--- config.mk ---
export PLATFORM = sky130hd
export DESIGN_NAME = crr_readout_ctrl
export DESIGN_NICKNAME = d
export VERILOG_FILES = /design/src/design/crr_pkg.sv /design/src/design/crr_half_router.sv /design/src/design/crr_readout_ctrl.sv
export SDC_FILE = /design/constraint.sdc
export NUM_CORES = 1
export LEC_CHECK = 0
export ABC_AREA = 1
export BUFFER_PORTS_ARGS = -buffer_cell sky130_fd_sc_hd__buf_2
export CORE_MARGIN = 1.5
export CORE_UTILIZATION = 43
export DETAILED_ROUTE_END_ITERATION = 8
export SLEW_MARGIN = 20
export SYNTH_ARGS = -nofsm -noshare
export SYNTH_HDL_FRONTEND = slang
export SYNTH_SLANG_ARGS = --single-unit
--- constraint.sdc ---
create_clock -name core_clk_in -period 4.5 [get_ports core_clk_in]
set_input_delay 0.225 -clock core_clk_in [delete_from_list [all_inputs] [get_ports core_clk_in]]
set_output_delay 0.225 -clock core_clk_in [all_outputs]
set_load 0.01 [all_outputs]
--- src/design/crr_pkg.sv ---
`default_nettype none
package crr_pkg;
    // Clock period and register clock minimum
    localparam int CLK_PERIOD_NS   = 5;
    localparam int REG_PERIOD_MIN_NS = 300;
    // Least register clock period in core cycles, rounded up
    localparam int REG_PERIOD_MIN_CYC = (REG_PERIOD_MIN_NS + CLK_PERIOD_NS - 1) / CLK_PERIOD_NS;
    localparam int THIRD_CYC       = (REG_PERIOD_MIN_CYC + 2) / 3;
    localparam int CNT_W           = 8;
    localparam int SUM_W           = 4;
    localparam logic [SUM_W-1:0] SUM_DEFAULT = 4'h1;
    localparam int SUP_W           = 16;
    localparam logic [SUP_W-1:0] SUP_SETTLE_DEFAULT = 16'h0400;
    // Line transfer overlap step count per image phase step
    localparam logic [CNT_W-1:0] IMG_STEP_CYC = 8'h10;

    // Four image sections, four register halves
    localparam int NSEC = 4;
    localparam int NHALF = 4;
    localparam int SEC_A = 0;
    localparam int SEC_D = 3;

    typedef enum logic [2:0] {
        CRR_SUP_OFF, CRR_SUP_DRAINS, CRR_SUP_SUBST, CRR_SUP_ON, CRR_SUP_SUBDOWN
    } crr_sup_t;

    typedef enum logic [2:0] {
        CRR_IDLE, CRR_INTEG, CRR_LINE, CRR_SHIFT
    } crr_seq_t;

    // Electrode drives for one image section (bit n = electrode n+1)
    typedef struct packed {
        logic [3:0] elec;
    } crr_sec_t;

    // Electrode drives for one register half (bit n = electrode n+1) plus summing well
    typedef struct packed {
        logic [2:0] elec;
        logic       sum_well;
    } crr_half_t;

    // Supply enables
    typedef struct packed {
        logic drains_on;
        logic subst_on;
    } crr_supply_t;

    // User command bundle
    typedef struct packed {
        logic [NSEC-1:0]  sec_rev;
        logic [NHALF-1:0] half_rev;
        logic [SUM_W-1:0] sum_count;
        logic [CNT_W-1:0] pixels;
    } crr_cfg_t;
endpackage : crr_pkg
`default_nettype wire

--- src/design/crr_half_router.sv ---
`default_nettype none
module crr_half_router
    import crr_pkg::*;
(
    input  wire logic [2:0] reg_phase_in,
    input  wire logic       rev_in,
    input  wire logic       sum_hold_in,
    output crr_half_t       half_out
);
    // Register phase routing and summing well for one half
    always_comb begin
        if (rev_in) begin
            half_out.elec = reg_phase_in;
        end else begin
            half_out.elec = {reg_phase_in[2], reg_phase_in[0], reg_phase_in[1]};
        end
        // Held high while binning, else follows phase three
        half_out.sum_well = sum_hold_in | reg_phase_in[2];
    end
endmodule : crr_half_router
`default_nettype wire

--- src/design/crr_readout_ctrl.sv ---
`default_nettype none
// Operation
// - Section A forward: phases 1-4, gate=phase4
// - Forward B up, C down, ascending order
// - Section D forward: phases 1-4, gate=phase1
// - Section A reverse: descending, gate low
// - Reverse B down, C up, descending
// - Section D reverse: descending, gate low
// - Full upper readout: A,B forward; C,D reverse
// - Register phases 1,2 high during transfer
// - Local output: phase1->e2, phase2->e1, phase3->e3
// - Reverse half: phases map straight through
// - No summing: well follows phase three
// - Binning: hold well high, release every Nth pixel
// - Drains up before substrate rises
// - Substrate to zero before drains off
// - Mode chosen only by clock sequences
// - Integration: image phases 2,3 high
// - Register period never below 300 ns
module crr_readout_ctrl
    import crr_pkg::*;
#(
    parameter logic [SUP_W-1:0] SUP_SETTLE_CYC = SUP_SETTLE_DEFAULT
) (
    input  wire logic                 core_clk_in,
    input  wire logic                 rstn_in,
    input  wire logic                 power_req_in,
    input  wire logic                 cfg_load_in,
    input  wire crr_cfg_t             cfg_in,
    input  wire logic                 integrate_in,
    input  wire logic                 line_start_in,
    output logic [NSEC-1:0][3:0]      img_elec_out,
    output logic                      upper_section_transfer_gate_out,
    output logic                      lower_section_transfer_gate_out,
    output logic [NHALF-1:0][3:0]     reg_elec_out,
    output crr_supply_t               supply_out,
    output logic                      busy_out,
    output logic                      powered_out
);
    typedef struct packed {
        crr_sup_t         sup;
        logic [SUP_W-1:0] sup_cnt;
        crr_seq_t         seq;
        crr_cfg_t         cfg;
        logic [CNT_W-1:0] cnt;
        logic [2:0]       step;
        logic [CNT_W-1:0] pix;
        logic [SUM_W-1:0] sum_left;
        logic [3:0]       iph;
        logic [2:0]       rph;
        logic [CNT_W-1:0] rph_age;
        logic [NSEC-1:0][3:0]  img;
        logic             up_gate;
        logic             lo_gate;
        logic             busy;
        logic             powered;
        logic [NHALF-1:0][3:0] regs;
        crr_supply_t      supply;
    } crr_state_t;

    crr_state_t st_r;
    crr_state_t st_nxt;
    crr_half_t  half_w [NHALF];
    logic       sum_hold_w;

    // Summing well held while binned pixels remain
    assign sum_hold_w = (st_r.seq == CRR_SHIFT) && (st_r.sum_left > SUM_W'(1));

    // One router per register half
    genvar gh;
    generate
        for (gh = 0; gh < NHALF; gh++) begin : g_half
            crr_half_router u_half (
                .reg_phase_in (st_r.rph),
                .rev_in       (st_r.cfg.half_rev[gh]),
                .sum_hold_in  (sum_hold_w),
                .half_out     (half_w[gh])
            );
        end
    endgenerate

    // Next state: supply sequencer, readout sequencer, electrode routing
    always_comb begin
        st_nxt = st_r;
        // Supply order: drains then substrate, reverse on the way down
        unique case (st_r.sup)
            CRR_SUP_OFF: begin
                if (power_req_in) begin
                    st_nxt.sup = CRR_SUP_DRAINS;
                    st_nxt.sup_cnt = '0;
                    st_nxt.supply.drains_on = 1'b1;
                end
            end
            CRR_SUP_DRAINS: begin
                st_nxt.sup_cnt = st_r.sup_cnt + SUP_W'(1);
                if (st_r.sup_cnt == SUP_SETTLE_CYC) begin
                    st_nxt.sup = CRR_SUP_SUBST;
                    st_nxt.supply.subst_on = 1'b1;
                end
            end
            CRR_SUP_SUBST: begin
                st_nxt.sup = CRR_SUP_ON;
            end
            CRR_SUP_ON: begin
                if (!power_req_in && st_r.seq == CRR_IDLE) begin
                    st_nxt.sup = CRR_SUP_SUBDOWN;
                    st_nxt.sup_cnt = '0;
                    st_nxt.supply.subst_on = 1'b0;
                end
            end
            CRR_SUP_SUBDOWN: begin
                st_nxt.sup_cnt = st_r.sup_cnt + SUP_W'(1);
                if (st_r.sup_cnt == SUP_SETTLE_CYC) begin
                    st_nxt.sup = CRR_SUP_OFF;
                    st_nxt.supply.drains_on = 1'b0;
                end
            end
            default: begin
                st_nxt.sup = CRR_SUP_OFF;
                st_nxt.supply = '0;
            end
        endcase

        // Readout sequencer; mode is purely the choice of directions
        unique case (st_r.seq)
            CRR_IDLE: begin
                st_nxt.iph = 4'h0;
                st_nxt.rph = 3'h0;
                if (cfg_load_in) begin
                    st_nxt.cfg = cfg_in;
                    if (cfg_in.sum_count == '0) begin
                        st_nxt.cfg.sum_count = SUM_DEFAULT;
                    end
                end else if (st_r.sup == CRR_SUP_ON && integrate_in) begin
                    st_nxt.seq = CRR_INTEG;
                end else if (st_r.sup == CRR_SUP_ON && line_start_in) begin
                    st_nxt.seq = CRR_LINE;
                    st_nxt.cnt = '0;
                    st_nxt.step = 3'h0;
                end
            end
            CRR_INTEG: begin
                st_nxt.iph = 4'h6;
                st_nxt.rph = 3'h0;
                if (!integrate_in) begin
                    st_nxt.seq = CRR_IDLE;
                end
            end
            CRR_LINE: begin
                // Register phases 1 and 2 high while charge enters them
                st_nxt.rph = 3'h3;
                st_nxt.cnt = st_r.cnt + CNT_W'(1);
                if (st_r.cnt == IMG_STEP_CYC) begin
                    st_nxt.cnt = '0;
                    st_nxt.step = st_r.step + 3'h1;
                    // Overlapping four-phase walk: 0110,1100,1001,0011,0110
                    unique case (st_r.step)
                        3'h0: st_nxt.iph = 4'h6;
                        3'h1: st_nxt.iph = 4'hC;
                        3'h2: st_nxt.iph = 4'h9;
                        3'h3: st_nxt.iph = 4'h3;
                        3'h4: st_nxt.iph = 4'h6;
                        default: begin
                            st_nxt.seq = CRR_SHIFT;
                            st_nxt.pix = st_r.cfg.pixels;
                            st_nxt.sum_left = st_r.cfg.sum_count;
                            st_nxt.rph = 3'h1;
                        end
                    endcase
                end
            end
            CRR_SHIFT: begin
                // Three-phase register clock; each third lasts THIRD_CYC
                st_nxt.cnt = st_r.cnt + CNT_W'(1);
                if (st_r.cnt == CNT_W'(THIRD_CYC - 1)) begin
                    st_nxt.cnt = '0;
                    st_nxt.rph = {st_r.rph[1:0], st_r.rph[2]};
                    if (st_r.rph[2]) begin
                        // One pixel clocked; well releases after sum_count pixels
                        st_nxt.sum_left = (st_r.sum_left > SUM_W'(1)) ?
                            st_r.sum_left - SUM_W'(1) : st_r.cfg.sum_count;
                        if (st_r.pix == '0) begin
                            st_nxt.seq = CRR_IDLE;
                            st_nxt.rph = 3'h0;
                        end else begin
                            st_nxt.pix = st_r.pix - CNT_W'(1);
                        end
                    end
                end
            end
            default: st_nxt.seq = CRR_IDLE;
        endcase

        // Image section routing from direction selects
        for (int s = 0; s < NSEC; s++) begin
            if (st_r.cfg.sec_rev[s]) begin
                st_nxt.img[s] = {st_nxt.iph[0], st_nxt.iph[1], st_nxt.iph[2], st_nxt.iph[3]};
            end else begin
                st_nxt.img[s] = st_nxt.iph;
            end
        end
        st_nxt.up_gate = st_r.cfg.sec_rev[SEC_A] ? 1'b0 : st_nxt.iph[3];
        st_nxt.lo_gate = st_r.cfg.sec_rev[SEC_D] ? 1'b0 : st_nxt.iph[0];
        // Age of the register phase pattern, saturating so it never wraps into a false short period
        if (st_nxt.rph != st_r.rph) begin
            st_nxt.rph_age = '0;
        end else if (st_r.rph_age != '1) begin
            st_nxt.rph_age = st_r.rph_age + CNT_W'(1);
        end
        // Status levels registered so the outputs come straight from flip-flops
        st_nxt.busy = (st_nxt.seq != CRR_IDLE);
        st_nxt.powered = (st_nxt.sup == CRR_SUP_ON);
        for (int h = 0; h < NHALF; h++) begin
            st_nxt.regs[h] = {half_w[h].sum_well, half_w[h].elec};
        end
    end

    // State register; all outputs come from it
    always_ff @(posedge core_clk_in or negedge rstn_in) begin
        if (!rstn_in) begin
            st_r <= '{sup: CRR_SUP_OFF, seq: CRR_IDLE,
                      cfg: '{sec_rev: 4'h0, half_rev: 4'h0, sum_count: SUM_DEFAULT, pixels: 8'h00},
                      default: '0};
        end else begin
            st_r <= st_nxt;
        end
    end

    assign img_elec_out = st_r.img;
    assign upper_section_transfer_gate_out = st_r.up_gate;
    assign lower_section_transfer_gate_out = st_r.lo_gate;
    assign reg_elec_out = st_r.regs;
    assign supply_out = st_r.supply;
    assign busy_out = st_r.busy;
    assign powered_out = st_r.powered;

    // Assertions
    property p_up_gate_rev;
        @(posedge core_clk_in) disable iff (!rstn_in)
        st_r.cfg.sec_rev[SEC_A] |=> !upper_section_transfer_gate_out || !$past(st_r.cfg.sec_rev[SEC_A]);
    endproperty
    a_up_gate_rev: assert property (p_up_gate_rev) else $error("gate A not low in reverse");
    property p_subst;
        @(posedge core_clk_in) disable iff (!rstn_in)
        supply_out.subst_on |-> supply_out.drains_on;
    endproperty
    a_subst: assert property (p_subst) else $error("substrate on without drains");
    property p_xfer;
        @(posedge core_clk_in) disable iff (!rstn_in)
        $past(st_r.seq == CRR_LINE) && st_r.seq == CRR_LINE |-> st_r.rph == 3'h3;
    endproperty
    a_xfer: assert property (p_xfer) else $error("register phases low in transfer");
    property p_integ;
        @(posedge core_clk_in) disable iff (!rstn_in)
        st_r.seq == CRR_INTEG ##1 st_r.seq == CRR_INTEG |-> st_r.iph == 4'h6;
    endproperty
    a_integ: assert property (p_integ) else $error("integration phases wrong");
    // Each register phase third must have stood its full length before the pattern moves on
    property p_shift_hold;
        @(posedge core_clk_in) disable iff (!rstn_in)
        st_r.seq == CRR_SHIFT && st_nxt.seq == CRR_SHIFT && st_nxt.rph != st_r.rph
            |-> st_r.rph_age >= CNT_W'(THIRD_CYC - 1);
    endproperty
    a_shift_hold: assert property (p_shift_hold) else $error("register clock too fast");
    property p_fwd;
        @(posedge core_clk_in) disable iff (!rstn_in)
        !st_r.cfg.sec_rev[1] && $stable(st_r.cfg) |-> img_elec_out[1] == $past(st_nxt.iph);
    endproperty
    a_fwd: assert property (p_fwd) else $error("forward routing wrong");
    property p_lo_gate_fwd;
        @(posedge core_clk_in) disable iff (!rstn_in)
        !st_r.cfg.sec_rev[SEC_D] && $stable(st_r.cfg) |-> lower_section_transfer_gate_out == img_elec_out[SEC_D][0];
    endproperty
    a_lo_gate_fwd: assert property (p_lo_gate_fwd) else $error("gate D not phase one");
    property p_sum;
        @(posedge core_clk_in) disable iff (!rstn_in)
        st_r.seq == CRR_SHIFT && st_r.cfg.sum_count == SUM_DEFAULT |=> reg_elec_out[0][3] == reg_elec_out[0][2];
    endproperty
    a_sum: assert property (p_sum) else $error("well not following phase three");
endmodule : crr_readout_ctrl
`default_nettype wire

Yosys cells after proc, flatten, opt, wreduce, memory -nomap -nowiden. Index checks and enable logic that the tools add are counted.

Flip-flop bits (word level): 110. Input port bits: 26. Output and inout port bits: 38. Word-level logic and storage cells: 147.

Add/sub/neg operators: 5. Magnitude comparators: 1. Equal/unequal tests: 27. Multiplexer cells: 53. Bitwise logic cells: 3. Reduce and logical (&&, ||, !) cells: 31.

Operator list (number): $pmux W16 S3 (1); $mux W3 (14); $mux W19 (2); $mux W12 (3); $mux W11 (3); $mux W30 (1); $mux W4 (6); $pmux W12 S2 (1); $pmux W8 S3 (1); $eq A3 B2 Y1 const B (7); $ne A2 B2 Y1 const B (10); $add A16 B1 Y16 const B (1); $eq A16 B11 Y1 const B (1); $eq A8 B5 Y1 const B (2); $mux W8 (2); $pmux W4 S4 (1); $pmux W3 S5 (1); $pmux W3 S4 (1); $pmux W4 S3 (1); $reduce_bool A3 Y1 (4); $mux W2 (5); $reduce_and A5 Y1 (2); $eq A3 B1 Y1 const B (3); $logic_not A3 Y1 (3); other kinds (25) (44).

Depth between registers and ports, before layout.
Word-level depth: 7. Mapped depth: 11. Depth with buffers taken out: 11.

Hierarchy. A second synthesis with hierarchy kept.

Cell total of the unflattened synthesis: 737. Area, all modules: 5965.7 um^2.

By module, submodules not included: crr_readout_ctrl (times used 1, cells each 701, area each 5805.6 um^2, sequential area each 2753.9 um^2); crr_half_router (times used 4, cells each 9, area each 40.0 um^2, sequential area each 0.0 um^2).

Least setup slack after synthesis. No wires, ideal clock.

Kind: register to register. From: register st_r[65] in the netlist's numbering. To: register st_r (netlist bit img_elec_out[12]). Library setup time: 0.118 ns. Arrival: 1.410 ns. Setup slack: 2.972 ns. Stages on the path, launching flop included: 11. Path buffers: 0. Clock period less this slack: 1.528 ns. Path through: dfrtp_1 ha_1 ha_1 nor2_1 nand2_1 nand2_1 nand2_1 nand3_1 nand2_2 nand2_1 nand2_1.

RTL lines: from (decl) (RTL line crr_readout_ctrl.sv:61) `crr_state_t st_r;`; from (signal assigned) (RTL line crr_readout_ctrl.sv:221) `st_r <= '{sup: CRR_SUP_OFF, seq: CRR_IDLE,`; from (signal assigned) (RTL line crr_readout_ctrl.sv:225) `st_r <= st_nxt;`.

Worst setup path in the final report.
From: register st_r[98] in the netlist's numbering. To: register st_r[57] in the netlist's numbering.

Cells in the longest elaborated chain, start to end: 3. Elaborated cells on any way between the ends: 10.

RTL lines: $eq A3 B2 Y1 (RTL line crr_readout_ctrl.sv:125) `unique case (st_r.seq)`; $ne A2 B2 Y1 (no source line), or another cell as far along; $reduce_and A6 Y1 (no source line).

Several ways; a longest one is shown, not always the timed one. A chain may end at the register's enable or synchronous reset.

==> reports/qor.yml <==
run_status:
  status: "finished with violations"
  violations: "negative hold slack"
worst_setup_path:
  critPathKind: "flop to flop"
  cp_data_required_time_ns: 4.75
  r2r_slack_ns: 2.65
  cp_max_fo: 23
  r2r-end: "st_r[57]"
  endpoint_kind: "flop"
  crit_arrival_ns: 2.10
  rr_startpoint: "st_r[98]"
  critPathLaunchType: "flop"
  r2r_cells: 8
sta:
  report.final.setup_viol: 0
  rsz0062_at_grt: "false"
  slew_headroom_pct: 37.3
  finalSetupTns_ns: 0
  worst_slack_ns: 2.65
  worst_slew_pin_slew_ns: 0.941
  hold_violations: 8
  skew_ns: 0.00734
  timing.fmax_mhz: 540
  fin_crit_ns: 1.85
  slew_viol_final: 0
  whs_ns: -0.0102
  fin_crit_sh_pct: 41.2
final_layout:
  fin_util_pct: 48.7
  num_antenna_cells: 0
  drive_gt1_share_pct: 16.7
  num-fill-cells: 1215
  nNetsFinal: 787
  multi_input_area_mm2: 0.00244
  seqCellArea_mm2: 0.00260
  syn2layout_area_growth_pct: 9.21
detailed_routing:
  wl_per_cell_um: 12.9
  drc: 0
  ant_nets: 0
  top_layer: "met4"
  firstDrtPassIters: 5
  drt-total-wl_um: 12000
  drt-met1-wl_um: 5600
  drtIter0Drc: 263
  wl_met2_um: 5660
  vias: 4585
  dr_wl_met3_um: 460
  post_drt_via_cell_ratio: 4.95
die:
  dieWidth_um: 118
  die_area_mm2: 0.0139
  die_h_um: 118
  core-area_mm2: 0.0128
  start_util_pct: 44.5
  rows: 41
  ios: 64
synth:
  ys_seq_area_share_pct: 45.8
  yosysMostFrequentCell: "nand2_1"
  synth_top_flop_cell: "dfrtp_1"
  syn_inst: 717
  synth.yosys.warnings: 0
  synth.distinct_cells: 35
  async_flop_share_pct: 100
  synthesis.nets: 755
  synth_area_mm2: 0.00569
  synth_common_cells: "199 x nand2_1, 103 x dfrtp_1, 81 x inv_1"
  synth_edf_count: 0
  synth_top_cell_by_area: "dfrtp_1"
  syn-mean-instance-area_um2: 7.94
  ys_ff_latch: 104
  yosysTopAreaCellShare_pct: 45.3
  synth_area_leaders: "dfrtp_1 45%, nand2_1 13%, nand3_1 6.5%"
global_routing:
  track_usage_pct: 18.3
  grt_start_max_net_pins: 75
  grt_pass1_wl_um: 20600
  overflow: 0
  grt_pass1_vias: 4398
  antenna_found_initial: 0
cts:
  cts-resized-gates: 0
  cts_sinks: 104
  clock_latency_ns: 0.35
  cts_hold_buffers: 0
  cts_tree: "built"
  cts_root_buffer: "clkbuf_16"
  htree_levels: 3
  clk_pin_slew_ns: 0.07
  cts_made_buffers: 9
  cts_buffer_depth: 2
  post_cts_buffers: 0
job:
  drv_cap: 0
place:
  place.port_buffers: 63
  dp_slack_ns: 2.65
  hpwl_um: 8800
  place_congestion: 0.919
power:
  peakVddDrop_mv: 0.259
  cellPowerDensity_mw_per_mm2: 386
  p_leak_nw: 3.29
min_path:
  hold_class: "primary input to asynchronous set/reset pin"
-- cell usage in the layout, fill, tap and decap left out, types with 9 or more instances in the layout --
master and count:
clkbuf_16 9, o21ai_1 11, nor3_1 12, a21oi_1 14
nor2_1 50, nand3_1 74, ha_1 12, nand2_1 199
o21ai_0 43, inv_1 81, buf_2 62, nand4_1 10
dfrtp_1 103
-- how the worst max path moves through the flow --
| stage | end | start | slack, ns | cells after the start |
|---|---|---|---|---|
| final | st_r[57] | st_r[98] | 2.65 | 8 |
| after global routing | busy_out | st_r[57] | 2.43 | 7 |
| after CTS | busy_out | st_r[57] | 2.65 | 7 |
| after detailed placement | st_r[57] | st_r[98] | 2.65 | 8 |
| after global placement | busy_out | st_r[57] | 2.65 | 7 |
| after floorplan | img_elec_out[12] | st_r[65] | 2.97 | 10 |
-- flip-flops by register name, indices dropped and copies added, names as in the netlist --
name,count
busy_out,1
img_elec_out,16
lower_section_transfer_gate_out,1
powered_out,1
reg_elec_out,10
st_r,72
supply_out,2
upper_section_transfer_gate_out,1
-- power breakdown --
group          switching [mW]  internal, mW
clock network           0.341         0.438
registers               0.114          1.05
logic                   0.297         0.163
-- cells by family (layout without fill, tap and decap cells) --
kind of cell,after synthesis,after routing,synth area share (%)
and+or+nand+nor,371,371,29.0
buffers and inverters,130,167,11.3
DFF,104,104,45.8
AOI/OAI and AO/OA,83,83,7.89
adders and majority gates,12,12,2.64
muxes,12,12,2.64
xor gates and xnor gates,4,4,0.616
other,1,1,0.0659
-- metal layers --
| metal | vias to the layer above | global-route usage [%] |
|---|---|---|
| li1 | 2333 | - |
| met1 | 2136 | 23.2 |
| met2 | 96 | 30.2 |
| met3 | 20 | 4.80 |
| met4 | 0 | 6.63 |
| met5 | - | 0 |
-- worst max-delay path: stages (launching register included) --
cell and delay, ns:
dfrtp_1 0.41, inv_2 0.09, nand2_2 0.11, nor2_4 0.42, inv_1 0.32, nand3_1 0.16, o21ai_0 0.09, nand2_1 0.09
nand2_1 0.05
-- metrics by stage --
stage          hold slack, ns  instance area (µm²)  instances  total power [mW]
5_1_grt                0.0855                 6210        926              2.56
4_1_cts                0.0436                 6210        926              2.43
3_5_place_dp            0.437                 5910        910              1.64
2_1_floorplan         -0.0706                 5690        717              1.50
3_3_place_gp            0.428                 5910        910              1.62
6_report              -0.0102                 6210        926              2.40
-- layout make-up --
type,instances,area share [%]
inverter,87,5.25
multi-input combinational,483,39.3
clock buffer,13,4.51
clock inverter,3,0.362
sequential,104,41.9
timing repair buffer,64,5.23
tap,172,3.46
Note: power is estimated with default switching activity, not from simulation.
